File: src/rda_pkg.sv
package rda_pkg;

  // ****************************************
  // register indices, byte address = 4 * index
  // ****************************************
  localparam logic [3:0] RDA_IDX_WEEKDAY_CNT = 4'h3;
  localparam logic [3:0] RDA_IDX_W_MINUTE    = 4'h8;
  localparam logic [3:0] RDA_IDX_W_HOUR      = 4'h9;
  localparam logic [3:0] RDA_IDX_W_DAYMASK   = 4'ha;
  localparam logic [3:0] RDA_IDX_D_MINUTE    = 4'hb;
  localparam logic [3:0] RDA_IDX_D_HOUR      = 4'hc;
  localparam logic [3:0] RDA_IDX_CONTROL     = 4'he;
  localparam logic [4:0] RDA_IDX_STATUS      = 5'h10;
  localparam logic [4:0] RDA_IDX_MASK        = 5'h11;

  // ****************************************
  // field layout
  // ****************************************
  localparam int RDA_MIN_W       = 7;
  localparam int RDA_HOUR_W      = 6;
  localparam int RDA_DAYS_W      = 7;
  localparam int RDA_WDAY_W      = 3;
  localparam int RDA_HOUR_PM_BIT = 5;
  localparam int RDA_CTRL_24H_BIT = 5;
  localparam int RDA_ST_WEEKLY   = 0;
  localparam int RDA_ST_DAILY    = 1;
  localparam int RDA_ST_W        = 2;

  // ****************************************
  // reset values and limits
  // ****************************************
  localparam logic [6:0] RDA_MIN_RST     = 7'h00;
  localparam logic [5:0] RDA_HOUR_RST    = 6'h00;
  localparam logic [6:0] RDA_DAYS_RST    = 7'h00;
  localparam logic [2:0] RDA_WDAY_RST    = 3'h0;
  localparam logic [2:0] RDA_WDAY_LAST   = 3'h6;
  localparam logic [1:0] RDA_STATUS_RST  = 2'h0;
  localparam logic       RDA_MODE24_RST  = 1'b1;

  // ****************************************
  // carriers
  // ****************************************
  typedef struct packed {
    logic [6:0] minute;
    logic [5:0] hour;
  } rda_time_t;

  typedef struct packed {
    logic [6:0] minute;
    logic [5:0] hour;
    logic [6:0] days;
  } rda_weekly_t;

  typedef struct packed {
    logic [6:0] minute;
    logic [5:0] hour;
  } rda_daily_t;

  typedef enum logic [1:0] {
    RDA_APB_IDLE   = 2'b00,
    RDA_APB_SETUP  = 2'b01,
    RDA_APB_ACCESS = 2'b10
  } rda_apb_phase_t;

endpackage : rda_pkg

File: src/rda_alarm_compare.sv
`timescale 1ns/1ps
// Behaviour
// weekly minute: bcd tens bits 6..4, units 3..0, bit 7 reads zero
// weekly hour: six bits 5..0 stored, bits 7..6 read zero
// weekday mask: seven enable bits 6..0, bit 7 reads zero
// daily minute: bcd tens bits 6..4, units 3..0, bit 7 reads zero
// daily hour: six bits 5..0 stored, bits 7..6 read zero
// after power-up fields arbitrary, unused bits always read zero
// weekly hour bit 5 is pm flag or tens-two per mode
// daily hour bit 5 is pm flag or tens-two per mode
// 12-hour midnight is 12h and noon 32h, same as counter
// enable bit n matches weekday code n, codes 0 to 6
// all enables zero means weekly alarm never matches
// software writes only existing bcd times into alarm fields
// match only on exact hour and minute, enabled day for weekly
// weekday codes purely numeric, day meaning left to software
// weekday counter counts 0 to 6 then wraps, once per day carry
// alarm hour meaning follows the 12/24 mode bit of control
// compare on every minute update, one match pulse per alarm
// alarm writes apply to next compare, counters untouched
module rda_alarm_compare
  import rda_pkg::*;
(
  input  wire logic        ref_clk,
  input  wire logic        rst_n,
  input  wire logic        psel,
  input  wire logic        penable,
  input  wire logic        pwrite,
  input  wire logic [7:0]  paddr,
  input  wire logic [31:0] pwdata,
  output logic             pready,
  output logic             pslverr,
  output logic [31:0]      prdata,
  input  wire rda_time_t   cur_time,
  input  wire logic        minute_tick,
  input  wire logic        day_carry,
  output logic [2:0]       weekday_code,
  output logic             hour_mode_24,
  output logic             weekly_match,
  output logic             daily_match,
  output logic             irq
);

  // ****************************************
  // helper functions
  // ****************************************
  function automatic logic [7:0] rda_byte_addr(input logic [4:0] idx);
    rda_byte_addr = {1'b0, idx, 2'b00};
  endfunction : rda_byte_addr

  function automatic logic rda_time_eq(input rda_time_t now_t,
                                       input logic [6:0] pre_min,
                                       input logic [5:0] pre_hour);
    rda_time_eq = (now_t.minute == pre_min) && (now_t.hour == pre_hour);
  endfunction : rda_time_eq

  // ****************************************
  // state
  // ****************************************
  rda_weekly_t      weekly_r;
  rda_weekly_t      weekly_nxt;
  rda_daily_t       daily_r;
  rda_daily_t       daily_nxt;
  logic [2:0]       wday_r;
  logic [2:0]       wday_nxt;
  logic             mode24_r;
  logic             mode24_nxt;
  logic [1:0]       status_r;
  logic [1:0]       status_nxt;
  logic [1:0]       mask_r;
  logic [1:0]       mask_nxt;
  logic             wmatch_r;
  logic             dmatch_r;
  logic [31:0]      prdata_r;
  logic [31:0]      prdata_nxt;
  logic             perr_r;
  logic             perr_nxt;
  rda_apb_phase_t   phase;

  // ****************************************
  // bus decode
  // ****************************************
  wire setup_cyc   = psel & ~penable;
  wire access_cyc  = psel & penable;
  wire wr_en       = access_cyc & pwrite;
  wire hit_wday    = paddr == rda_byte_addr({1'b0, RDA_IDX_WEEKDAY_CNT});
  wire hit_wmin    = paddr == rda_byte_addr({1'b0, RDA_IDX_W_MINUTE});
  wire hit_whour   = paddr == rda_byte_addr({1'b0, RDA_IDX_W_HOUR});
  wire hit_wdays   = paddr == rda_byte_addr({1'b0, RDA_IDX_W_DAYMASK});
  wire hit_dmin    = paddr == rda_byte_addr({1'b0, RDA_IDX_D_MINUTE});
  wire hit_dhour   = paddr == rda_byte_addr({1'b0, RDA_IDX_D_HOUR});
  wire hit_ctrl    = paddr == rda_byte_addr({1'b0, RDA_IDX_CONTROL});
  wire hit_status  = paddr == rda_byte_addr(RDA_IDX_STATUS);
  wire hit_mask    = paddr == rda_byte_addr(RDA_IDX_MASK);
  wire hit_any     = hit_wday | hit_wmin | hit_whour | hit_wdays |
                     hit_dmin | hit_dhour | hit_ctrl | hit_status |
                     hit_mask;

  assign phase = setup_cyc  ? RDA_APB_SETUP  :
                 access_cyc ? RDA_APB_ACCESS : RDA_APB_IDLE;

  // ****************************************
  // compare logic
  // ****************************************
  // code 7 is not a day: no enable bit exists for it
  wire       wday_valid = wday_r <= RDA_WDAY_LAST;
  wire [7:0] day_sel    = 8'h01 << wday_r;
  wire       day_on     = wday_valid &
                          (|(day_sel[6:0] & weekly_r.days));
  // raw equality: pm flag and tens-two bit compare alike
  wire       w_time_eq  = rda_time_eq(cur_time, weekly_r.minute,
                                      weekly_r.hour);
  wire       d_time_eq  = rda_time_eq(cur_time, daily_r.minute,
                                      daily_r.hour);
  wire       w_hit      = minute_tick & w_time_eq & day_on;
  wire       d_hit      = minute_tick & d_time_eq;

  // ****************************************
  // next-state logic
  // ****************************************
  always_comb begin
    weekly_nxt = weekly_r;
    daily_nxt  = daily_r;
    mode24_nxt = mode24_r;
    mask_nxt   = mask_r;
    if (wr_en && hit_wmin) begin
      weekly_nxt.minute = pwdata[6:0];
    end
    if (wr_en && hit_whour) begin
      weekly_nxt.hour = pwdata[5:0];
    end
    if (wr_en && hit_wdays) begin
      weekly_nxt.days = pwdata[6:0];
    end
    if (wr_en && hit_dmin) begin
      daily_nxt.minute = pwdata[6:0];
    end
    if (wr_en && hit_dhour) begin
      daily_nxt.hour = pwdata[5:0];
    end
    if (wr_en && hit_ctrl) begin
      mode24_nxt = pwdata[RDA_CTRL_24H_BIT];
    end
    if (wr_en && hit_mask) begin
      mask_nxt = pwdata[RDA_ST_W-1:0];
    end
  end

  // weekday counter: software write wins over a day carry
  always_comb begin
    wday_nxt = wday_r;
    if (wr_en && hit_wday) begin
      wday_nxt = pwdata[2:0];
    end else if (day_carry) begin
      if (wday_r >= RDA_WDAY_LAST) begin
        wday_nxt = RDA_WDAY_RST;
      end else begin
        wday_nxt = wday_r + 3'h1;
      end
    end
  end

  // sticky status: a new event wins over a write-one clear
  always_comb begin
    status_nxt = status_r;
    if (wr_en && hit_status) begin
      status_nxt = status_r & ~pwdata[RDA_ST_W-1:0];
    end
    if (w_hit) begin
      status_nxt[RDA_ST_WEEKLY] = 1'b1;
    end
    if (d_hit) begin
      status_nxt[RDA_ST_DAILY] = 1'b1;
    end
  end

  // read data sampled in setup, stable through access
  always_comb begin
    prdata_nxt = prdata_r;
    perr_nxt   = 1'b0;
    if (phase == RDA_APB_SETUP) begin
      perr_nxt   = ~hit_any;
      prdata_nxt = 32'h0000_0000;
      case (1'b1)
        hit_wday:   prdata_nxt = {29'h0, wday_r};
        hit_wmin:   prdata_nxt = {25'h0, weekly_r.minute};
        hit_whour:  prdata_nxt = {26'h0, weekly_r.hour};
        hit_wdays:  prdata_nxt = {25'h0, weekly_r.days};
        hit_dmin:   prdata_nxt = {25'h0, daily_r.minute};
        hit_dhour:  prdata_nxt = {26'h0, daily_r.hour};
        hit_ctrl:   prdata_nxt = {26'h0, mode24_r, 5'h00};
        hit_status: prdata_nxt = {30'h0, status_r};
        hit_mask:   prdata_nxt = {30'h0, mask_r};
        default:    prdata_nxt = 32'h0000_0000;
      endcase
    end else if (phase == RDA_APB_ACCESS) begin
      perr_nxt = perr_r;
    end
  end

  // ****************************************
  // registers
  // ****************************************
  always_ff @(posedge ref_clk or negedge rst_n) begin
    if (!rst_n) begin
      weekly_r <= '{minute: RDA_MIN_RST, hour: RDA_HOUR_RST,
                    days: RDA_DAYS_RST};
      daily_r  <= '{minute: RDA_MIN_RST, hour: RDA_HOUR_RST};
    end else begin
      weekly_r <= weekly_nxt;
      daily_r  <= daily_nxt;
    end
  end

  always_ff @(posedge ref_clk or negedge rst_n) begin
    if (!rst_n) begin
      wday_r   <= RDA_WDAY_RST;
      mode24_r <= RDA_MODE24_RST;
      status_r <= RDA_STATUS_RST;
      mask_r   <= RDA_STATUS_RST;
    end else begin
      wday_r   <= wday_nxt;
      mode24_r <= mode24_nxt;
      status_r <= status_nxt;
      mask_r   <= mask_nxt;
    end
  end

  always_ff @(posedge ref_clk or negedge rst_n) begin
    if (!rst_n) begin
      wmatch_r <= 1'b0;
      dmatch_r <= 1'b0;
      prdata_r <= 32'h0000_0000;
      perr_r   <= 1'b0;
    end else begin
      wmatch_r <= w_hit;
      dmatch_r <= d_hit;
      prdata_r <= prdata_nxt;
      perr_r   <= perr_nxt;
    end
  end

  // ****************************************
  // outputs
  // ****************************************
  assign pready       = 1'b1;
  assign pslverr      = access_cyc & perr_r;
  assign prdata       = prdata_r;
  assign weekday_code = wday_r;
  assign hour_mode_24 = mode24_r;
  assign weekly_match = wmatch_r;
  assign daily_match  = dmatch_r;
  assign irq          = |(status_r & mask_r);

endmodule : rda_alarm_compare

File: config.mk
export PLATFORM = sky130hd
export DESIGN_NAME = rda_alarm_compare
export DESIGN_NICKNAME = d
export VERILOG_FILES = /design/src/rda_pkg.sv /design/src/rda_alarm_compare.sv
export SDC_FILE = /design/constraint.sdc
export NUM_CORES = 1
export LEC_CHECK = 0
export BUFFER_PORTS_ARGS = -buffer_cell sky130_fd_sc_hd__clkbuf_2
export CORE_MARGIN = 3
export CORE_UTILIZATION = 40
export DETAILED_ROUTE_END_ITERATION = 7
export PLACE_DENSITY_LB_ADDON = 0.3
export SYNTH_ARGS = -nofsm -noshare
export SYNTH_HDL_FRONTEND = slang
export SYNTH_SLANG_ARGS = --single-unit
File: constraint.sdc
create_clock -name ref_clk -period 4.35 [get_ports ref_clk]
set_input_delay 0.6525 -clock ref_clk [delete_from_list [all_inputs] [get_ports ref_clk]]
set_output_delay 0.6525 -clock ref_clk [all_outputs]
set_load 0.005 [all_outputs]
==> metrics, run 1 <==
Top delay family on crit path=simple AND/OR/NAND/NOR gates; CP peak stage delay=470 ps; main combinational cell family by area after synthesis=simple AND/OR/NAND/NOR gates; first-pass GRT wire length=12.8 mm; Post-CTS Setup Bufs=0; WP buf/inv=1; final setup fails=0; Max-slew headroom=0.572; VDD IR max=178 µV; dpl cells=452; Synth Area in XOR/XNOR=0.0714; CP Cell Sequence=clkbuf_2, nor3b_1, and4_1, nor2_1, o21ai_0, o21ai_0; status=complete, no violations; setup ws final=2080 ps; area leader, netlist=dfrtp_1; GP Congestion=0.903; setup TNS=0 ps; critical path class=input pin to flop; final-stage net count=425; post-synthesis simple-gate area fraction=0.175; Mapped Area=0.00319 mm²; Compound-Gate Fraction of Synth Area=0.113; Initial Util=0.426; FF-to-FF End=status_r[0]$_DFFE_PN0P_; Max-Cap Viols=0; vias in the first global route=2343; Unique masters post-synth=53; Synth top cells by count=dfrtp_1 (50), mux2_2 (30), buf_4 (26), o21ai_0 (25), nand2_1 (24); total track usage=0.187; clock sink count=51; Max FO, Critical Path=27; Post-CTS Resized=0; CP endpoint kind=flop; Yosys top cell area share=0.392; Worst Skew=6.70 ps; reg2reg path depth=5; endpoints failing hold=0; count leader, synth=dfrtp_1; Post-synth EDFFs=0; grt total ovfl=0; Synth area leaders=dfrtp_1 (39%), mux2_2 (11%), buf_4 (6.1%), o21ai_0 (3.9%), xnor2_1 (3.8%); Hold Buf Count CTS=0; DR DRC count=0; Area Overhead vs Synth=10.5%; Vias=2437; Die ar.=0.00908 mm²; Post-Synth Adder-Cell Area=0.0196; Syn Inst Count=314; Max Root-Sink Buffers=2; WL/cell=17.3 µm; drt total wl=7.95 mm; clock-pin slew on the worst setup and hold paths=90 ps; worst r2r src=weekly_r[18]$_DFFE_PN0P_; Die Wd=95.3 µm; Routed Antenna Nets=0; detailed placement HPWL=6.05 mm; IO Pins=101; max-slew violations=0; worst slew pin tran=642 ps; fin cells=460; Final period util=0.523; Via density=5.30; ys async rst share=1.00; R2R setup slack=2420 ps; clk root buf=clkbuf_8; Seq. cell area=0.00128 mm²; fill cell count=732; synthesized area per cell=10.2 µm²; antenna violations before repair=0; Pwr Density=301 mW/mm²; Multi-input gate area=0.00172 mm²; Port-buffer cells=49; worst skew pair latency=300 ps; Critical Path Slowest Stage Cell=nor2_1; layout cell share with drive strength beyond 1=0.291; Final min period=2270 ps; RSZ-0062 raised after global routing=no; Yosys reg bits=51; core area=0.00749 mm²; CP Data Arrival Time=2480 ps; fmax=440 MHz; drt pass-1 iters=4; H-Tree Depth=2; DP Worst Slack=1790 ps; Num CTS Buffers=5; CP startpoint kind=input pin; cell mode on critical path=o21ai_0; ys flop type=dfrtp_1; # diodes=0; Site Rows=31; mux share of post-synthesis cell area=0.128; Seq/Total Area, Yosys=0.401; pin count of the biggest net entering global routing=52; Hold Crit Class=input pin to async pin; Req. time, crit path=4560 ps; Leak=1.72 nW; Die H=95.3 µm; yosys warns=0; iteration-0 DRC count of the detailed router=194; CTS tree=built
==> cell usage in the layout (no fill, tap or decap), types with 12 or more instances in the layout <==
cell type	instances
mux2_2	30
xor2_1	12
conb_1	26
o21ai_0	25
nand2_1	24
a21oi_1	14
clkbuf_2	49
xnor2_1	14
nor2_1	13
dfrtp_1	50
==> stage by stage <==
step / util / instance area, µm² / hold slack, ps / total power [mW]
after floorplan: - / 3280 / 357 / 0.661
after global placement: 0.455 / 3410 / 472 / 0.721
after detailed placement: 0.455 / 3410 / 472 / 0.724
after CTS: 0.471 / 3520 / 480 / 1.07
after global routing: 0.471 / 3520 / 511 / 1.12
final: 0.471 / 3520 / 451 / 1.06
==> sequential cells by signal (all words and copies together) (netlist names) <==
register / cells
weekly_match: 1
weekday_code: 3
daily_match: 1
perr_r: 1
daily_r: 13
weekly_r: 20
prdata: 7
mask_r: 2
hour_mode_24: 1
status_r: 2
==> area by class of cell <==
cell class / count / share of cell area
flip-flops and latches: 51 / 0.363
inverters: 9 / 0.00959
repair buffers: 50 / 0.0717
clock inverters: 2 / 0.00994
clock buffers: 6 / 0.0234
multi-input cells: 243 / 0.488
well taps: 99 / 0.0352
==> per-layer routing <==
layer / global-route usage / wire length (µm) / share of wire
met5: 0 / 0 / 0
met1: 0.263 / 3570 / 0.45
met4: 0.0541 / 126 / 0.016
met3: 0.0395 / 601 / 0.076
met2: 0.289 / 3650 / 0.46
==> cell families (layout without fill, tap and decap cells) <==
logic type	Yosys count	after routing
mux	36	36
buf+inv	44	67
compound gates	60	60
simple gates	90	90
xor+xnor	26	26
other cells	2	26
fa+ha+maj	5	5
flops	51	51
==> worst max path at each step <==
stage | start | endpoint | slack (ps) | cells past startpoint
after detailed placement | paddr[2] | prdata[1]$_DFFE_PN0P_ | 1790 | 6
final | paddr[2] | prdata[1]$_DFFE_PN0P_ | 2080 | 6
after floorplan | paddr[4] | weekly_r[0]$_DFFE_PN0P_ | 2300 | 5
after global routing | paddr[2] | prdata[1]$_DFFE_PN0P_ | 1920 | 6
after CTS | paddr[2] | prdata[1]$_DFFE_PN0P_ | 2100 | 6
after global placement | paddr[2] | prdata[1]$_DFFE_PN0P_ | 1810 | 6
==> where the power goes <==
part	switching [mW]	internal, mW
clock network	0.162	0.186
logic	0.113	0.0779
registers	0.0291	0.494
total	0.304	0.758
Power figures use the tool's default switching activity.
==> inputs of run 2 (changes only) <==
--- a/config.mk
+++ b/config.mk
@@ -5,6 +5,7 @@
 export SDC_FILE = /design/constraint.sdc
 export NUM_CORES = 1
 export LEC_CHECK = 0
+export ABC_AREA = 1
 export BUFFER_PORTS_ARGS = -buffer_cell sky130_fd_sc_hd__clkbuf_2
 export CORE_MARGIN = 3
 export CORE_UTILIZATION = 40
==> constraint.sdc (replaced) <==
create_clock -name ref_clk -period 2 [get_ports ref_clk]
set_input_delay 0.3 -clock ref_clk [delete_from_list [all_inputs] [get_ports ref_clk]]
set_output_delay 0.3 -clock ref_clk [all_outputs]
set_load 0.005 [all_outputs]
==> run 2 against run 1 <==
  * Clock power increased by 59%
  * Global-route usage shrank 0.20 points
  * Cell count up 36%
  * Synthesized area up 8.2%
  * Combinational power is 110% higher
  * Largest cell class unchanged
  * Highest routed layer unchanged
  * Flip-flop and latch count did not move
==> metrics, run 2 <==
count leader, synth=nand2_1 (was dfrtp_1); Num CTS Buffers=5 (unchanged); fmax=689 MHz; area leader, netlist=dfrtp_1 (unchanged); CP startpoint kind=flop (was input pin); status=complete, no violations (unchanged); CP Cell Sequence=ha_1, ha_1, nand2_1, nand4_1, a21o_1, nand3_1, nand2_1 (was clkbuf_2, nor3b_1, and4_1, nor2_1, o21ai_0, o21ai_0); most common cell after layout, fill and taps aside=nand2_1 (was dfrtp_1); Max FO, Critical Path=6 (was 27); Die Wd=98.9 µm (was 95.3 µm); Post-CTS Setup Bufs=0 (unchanged); Compound-Gate Fraction of Synth Area=0.120 (was 0.113); Vias=3111 (was 2437); Worst Skew=4.74 ps (was 6.70 ps); VDD IR max=292 µV (was 178 µV); Initial Util=0.416 (was 0.426); Routed Antenna Nets=0 (unchanged); worst skew pair latency=300 ps (about the same); clk root buf=clkbuf_8 (unchanged); Via density=4.96 (was 5.30); Req. time, crit path=2190 ps (was 4560 ps); CP endpoint kind=flop (unchanged); Site Rows=33 (was 31); Yosys reg bits=51 (unchanged); power share of the sequential group=0.541 (was 0.492); total track usage=0.185 (was 0.187); core area=0.00830 mm² (was 0.00749 mm²); Synth area leaders=dfrtp_1 (36%), nand2_1 (14%), inv_1 (5.8%), buf_4 (5.7%), nand3_1 (4.2%) (was dfrtp_1 (39%), mux2_2 (11%), buf_4 (6.1%), o21ai_0 (3.9%), xnor2_1 (3.8%)); Yosys top cell area share=0.363 (was 0.392); mux share of post-synthesis cell area=0 (was 0.128); Mapped Area=0.00345 mm² (was 0.00319 mm²); final setup fails=0 (unchanged); Unique masters post-synth=41 (was 53); grt total ovfl=0 (unchanged); pin count of the biggest net entering global routing=52 (unchanged); most frequent cells in the layout=nand2_1 (132), inv_1 (53), dfrtp_1 (50) (was dfrtp_1 (50), clkbuf_2 (49), mux2_2 (30)); final design utilization=0.454 (was 0.471); Max-Cap Viols=0 (unchanged); WP buf/inv=0 (was 1); H-Tree Depth=2 (unchanged); Top reg by flops=weekly_r (unchanged); switching share of power=0.305 (was 0.286); iteration-0 DRC count of the detailed router=143 (was 194); main combinational cell family by area after synthesis=simple AND/OR/NAND/NOR gates (unchanged); Clk network pwr share=0.266 (was 0.328); Int Pwr=1.45 mW (was 758 µW); detailed placement HPWL=7.12 mm (was 6.05 mm); Hold Buf Count CTS=0 (unchanged); Die H=98.9 µm (was 95.3 µm); Synth top cells by count=nand2_1 (132), inv_1 (53), dfrtp_1 (50), nor2_1 (38), nand3_1 (29) (was dfrtp_1 (50), mux2_2 (30), buf_4 (26), o21ai_0 (25), nand2_1 (24)); ys async rst share=1.00 (unchanged); # diodes=0 (unchanged); Final period util=0.725; GP Congestion=0.928 (was 0.903); Max Root-Sink Buffers=2 (unchanged); Port-buffer cells=49 (unchanged); Top delay family on crit path=flip-flops (was simple AND/OR/NAND/NOR gates); drt total wl=8.89 mm (was 7.95 mm); Syn Inst Count=471 (was 314); synthesized area per cell=7.33 µm² (was 10.2 µm²); IO Pins=101 (unchanged); vias in the first global route=2882 (was 2343); sw power=633 µW (was 304 µW); CP peak stage delay=450 ps (was 470 ps); fill cell count=878 (was 732); yosys warns=0 (unchanged); clock-pin slew on the worst setup and hold paths=80 ps (was 90 ps); Post-CTS Resized=0 (unchanged); drt pass-1 iters=4 (unchanged); first-pass GRT wire length=14.3 mm (was 12.8 mm); WL/cell=14.2 µm (was 17.3 µm); worst slew pin tran=639 ps (was 642 ps); Critical Path Slowest Stage Cell=dfrtp_1 (was nor2_1); combinational power share=0.193 (was 0.180); Max-slew headroom=0.574 (was 0.572); critical path class=flop to flop (was input pin to flop); max reg flops=20 (unchanged); ys flop type=dfrtp_1 (unchanged); clock sink count=51 (unchanged); RSZ-0062 raised after global routing=no (unchanged); layout cell share with drive strength beyond 1=0.195 (was 0.291); Leak=2.05 nW (was 1.72 nW); max-slew violations=0 (unchanged); post-synthesis simple-gate area fraction=0.332 (was 0.175); final-stage net count=588 (was 425); CP Data Arrival Time=1640 ps (was 2480 ps); Pwr Total=2.08 mW (was 1.06 mW); Area Overhead vs Synth=9.14% (was 10.5%); worst hold margin=99.5 ps (was 451 ps); Die ar.=0.00978 mm² (was 0.00908 mm²); CTS tree=built (unchanged); Seq/Total Area, Yosys=0.370 (was 0.401); Pwr Density=552 mW/mm² (was 301 mW/mm²); Synth Area in XOR/XNOR=0.0152 (was 0.0714); Final min period=1450 ps; Hold Crit Class=input pin to async pin (unchanged); Post-Synth Adder-Cell Area=0.0181 (was 0.0196); setup TNS=0 ps (unchanged); DR DRC count=0 (unchanged); antenna violations before repair=0 (unchanged); Post-synth EDFFs=0 (unchanged); endpoints failing hold=0 (unchanged)
[run 2: area by class of cell]
type	instances	area [µm²]	area share
Multi-Input combinational cell	350	1770	0.470
Sequential cell	51	1280	0.339
Timing Repair Buffer	53	275	0.0731
Inverter	62	238	0.0631
Tap cell	105	131	0.0349
Clock buffer	6	72.6	0.0193
[run 2: cells by family (layout without fill, tap and decap cells)]
group	after synthesis	in the layout
other cells	2	26
xor+xnor	6	6
fa+ha+maj	5	5
flops	51	51
buf+inv	94	121
simple gates	245	245
compound gates	68	68
[run 2: final timing paths]
check	start	to	slack, ps	cells after the start
setup / recovery	weekday_code[1]$_DFFE_PN0P_	status_r[0]$_DFFE_PN0P_	550	7
hold / removal	rst_n	weekday_code[0]$_DFFE_PN0P_	100	2
setup reg to reg	weekday_code[1]$_DFFE_PN0P_	status_r[0]$_DFFE_PN0P_	550	7
hold reg to reg	prdata[3]$_DFFE_PN0P_	prdata[3]$_DFFE_PN0P_	490	2
max in group asynchronous	rst_n	weekly_r[9]$_DFFE_PN0P_	1470	2
min in group ref_clk	pwdata[6]	daily_r[12]$_DFFE_PN0P_	280	3
[run 2: metal layers]
layer / up-vias / global-route usage / part of all wire
li1: 1553 / - / -
met1: 1450 / 0.251 / 0.45
met2: 94 / 0.305 / 0.48
met3: 14 / 0.0297 / 0.056
met4: 0 / 0.0515 / 0.018
met5: - / 0 / 0
[run 2: power by group through the flow]
stage | registers (mW) | clock network, mW | logic [mW]
2_1_floorplan | 1.13 | 0 | 0.273
3_3_place_gp | 1.14 | 0 | 0.392
3_5_place_dp | 1.15 | 0 | 0.400
4_1_cts | 1.13 | 0.567 | 0.404
5_1_grt | 1.13 | 0.606 | 0.458
6_report | 1.13 | 0.553 | 0.401
[run 2: per-stage QoR]
step / instances / setup slack, ps / area, µm²
after global placement: 621 / 417 / 3690
after detailed placement: 621 / 404 / 3690
after global routing: 627 / 483 / 3770
final: 627 / 549 / 3770
after CTS: 627 / 549 / 3770
after floorplan: 495 / 694 / 3540
[run 2: worst register-to-register path, cell delays in order (launching register included)]
cell and delay [ps]:
dfrtp_1 450, ha_1 210, ha_1 170, nand2_1 50, nand4_1 90, a21o_1 170, nand3_1 130, nand2_1 70
==> inputs of run 3 (changes only) <==
==> constraint.sdc (replaced) <==
create_clock -name ref_clk -period 1.29 [get_ports ref_clk]
set_input_delay 0.1935 -clock ref_clk [delete_from_list [all_inputs] [get_ports ref_clk]]
set_output_delay 0.1935 -clock ref_clk [all_outputs]
set_load 0.005 [all_outputs]
==> run 3 against run 2 <==
  * The run now ends with negative setup slack left
  * First-iteration DRC count up 83%
  * Utilization is 4.2 points higher
  * Global-route usage rose by 1.0 points
  * Worst hold slack gained 64 ps
  * Via count grew 5.0%
  * Fmax grew 11%
  * Non-clock buffer count rose by 36
  * Die area did not move
  * Highest routed layer unchanged
==> metrics, run 3 (synthesis gave the netlist of run 2 again) <==
worst r2r src=weekday_code[1]$_DFFE_PN0P_ (unchanged); worst skew pair latency=300 ps (about the same); core area=0.00830 mm² (unchanged); drt pass-1 iters=5 (was 4); violations in the final reports=negative setup slack; Max-Cap Viols=0 (unchanged); pin count of the biggest net entering global routing=52 (unchanged); worst hold margin=163 ps (was 99.5 ps); Initial Util=0.416 (unchanged); vias in the first global route=3034 (was 2882); Num CTS Buffers=5 (unchanged); Site Rows=33 (unchanged); Leak=2.23 nW (was 2.05 nW); max-slew violations=0 (unchanged); detailed placement HPWL=7.57 mm (was 7.12 mm); met2 Use GR=0.327 (was 0.305); total track usage=0.195 (was 0.185); CP startpoint kind=flop (unchanged); Hold Crit Endpoint=perr_r$_DFFE_PN0P_; DP Worst Slack=-148 ps (was 404 ps); Max Root-Sink Buffers=2 (unchanged); Die Wd=98.9 µm (unchanged); Req. time, crit path=1490 ps (was 2190 ps); CP endpoint kind=flop (unchanged); clk root buf=clkbuf_8 (unchanged); fmax=765 MHz (was 689 MHz); Hold Crit Class=input pin to flop (was input pin to async pin); most common cell after layout, fill and taps aside=nand2_1 (unchanged); endpoints failing hold=0 (unchanged); CTS tree=built (unchanged); most frequent cells in the layout=nand2_1 (132), inv_1 (50), clkbuf_2 (49) (was nand2_1 (132), inv_1 (53), dfrtp_1 (50)); H-Tree Depth=2 (unchanged); RSZ-0062 raised after global routing=yes (was no); VDD IR max=350 µV (was 292 µV); Max FO, Critical Path=5 (was 6); FF-to-FF End=status_r[0]$_DFFE_PN0P_ (unchanged); fill cell count=872 (was 878); CP Data Arrival Time=1500 ps (was 1640 ps); Via density=4.91 (was 4.96); clock sink count=51 (unchanged); layout cell share with drive strength beyond 1=0.266 (was 0.195); Hold Crit Depth=3; setup ws final=-17.3 ps (was 549 ps); Die H=98.9 µm (unchanged); R2R setup slack=-20 ps (was 550 ps); layer with the highest usage=met2 (unchanged); reg2reg path depth=7 (unchanged); DR DRC count=0 (unchanged); final design utilization=0.496 (was 0.454); # diodes=0 (unchanged); Worst Skew=4.50 ps (was 4.74 ps); final setup fails=2 (was 0); first-pass GRT wire length=15.1 mm (was 14.3 mm); Die ar.=0.00978 mm² (unchanged); drt total wl=9.49 mm (was 8.89 mm); grt total ovfl=0 (unchanged); setup TNS=-34.5 ps (was 0 ps); iteration-0 DRC count of the detailed router=261 (was 143); met3 Use GR=0.0241 (was 0.0297); Pwr Density=843 mW/mm² (was 552 mW/mm²); clock-pin slew on the worst setup and hold paths=90 ps (was 80 ps); GR Util met1=0.270 (was 0.251); IO Pins=101 (unchanged); Routed Antenna Nets=0 (unchanged); final-stage net count=624 (was 588); Final period util=1.01 (was 0.725); max reg flops=20 (unchanged); WL/cell=14.3 µm (was 14.2 µm); status=finished, violations left (was complete, no violations); GP Congestion=0.940 (was 0.928); Vias=3267 (was 3111); Top reg by flops=weekly_r (unchanged); min-delay src=penable; antenna violations before repair=0 (unchanged); Area Overhead vs Synth=19.3% (was 9.14%); Final min period=1310 ps (was 1450 ps); Port-buffer cells=49 (unchanged); critical path class=flop to flop (unchanged)
-- run 3: changes by cell type in the layout (fill, tap and decap cells not counted), sizes merged --
cell / previous run / this run
clkbuf: 55 / 56
buf: 4 / 39
dlygate4sd3: 0 / 1
clkinv: 3 / 4
-- run 3: critical path, cell delays in order, from the launching register on --
cell and delay [ps]:
dfrtp_2 460, ha_4 180, ha_4 140, nand2_1 50, nand4_1 70, a21o_1 170
nand3_2 90, nand2_1 50
-- run 3: repair_timing --
item                                    in CTS  in global routing
setup buffers                                0                  1
hold buffers                                 1                  0
hold endpoints to repair                    50                  0
gates resized for setup                      3                  9
pin swaps                                    3                  3
endpoints found under the setup margin       2                  5
-- run 3: where the power goes --
group,internal (mW),leakage (nW),switching [mW]
Sequential,1.66,0.697,0.0838
Clock,0.382,0.0422,0.505
Combinational,0.371,1.49,0.465
-- run 3: per-stage QoR --
step                cell area (µm²)  std cells  power [mW]
floorplan                      3540        495        2.18
global placement               3980        655        2.54
detailed placement             3980        655        2.55
CTS                            4080        664        3.45
global route                   4120        665        3.68
finish                         4120        665        3.47
-- run 3: layer usage --
metal / up-vias / part of all wire
met5: - / 0
met4: 0 / 0.014
met3: 12 / 0.048
met2: 111 / 0.48
met1: 1514 / 0.46
li1: 1630 / -
-- run 3: worst max path at each step --
stage,start,to,slack [ps],cells past startpoint
after floorplan,weekday_code[1]$_DFFE_PN0P_,status_r[0]$_DFFE_PN0P_,2,7
after global placement,paddr[0],prdata[4]$_DFFE_PN0P_,-130,9
after detailed placement,paddr[0],prdata[4]$_DFFE_PN0P_,-150,9
after CTS,weekday_code[1]$_DFFE_PN0P_,status_r[0]$_DFFE_PN0P_,-60,7
after global routing,weekday_code[0]$_DFFE_PN0P_,weekly_match$_DFF_PN0_,-70,6
final,weekday_code[1]$_DFFE_PN0P_,status_r[0]$_DFFE_PN0P_,-20,7
-- run 3: final cells by class --
| type | instances | area, µm² | share of cell area |
|---|---|---|---|
| clock inverter | 1 | 5.00 | 0.00122 |
| sequential | 51 | 1280 | 0.311 |
| inverter | 62 | 238 | 0.0578 |
| timing repair buffer | 89 | 573 | 0.139 |
| tap | 105 | 131 | 0.0319 |
| clock buffer | 7 | 76.3 | 0.0185 |
| multi-input combinational | 350 | 1810 | 0.440 |
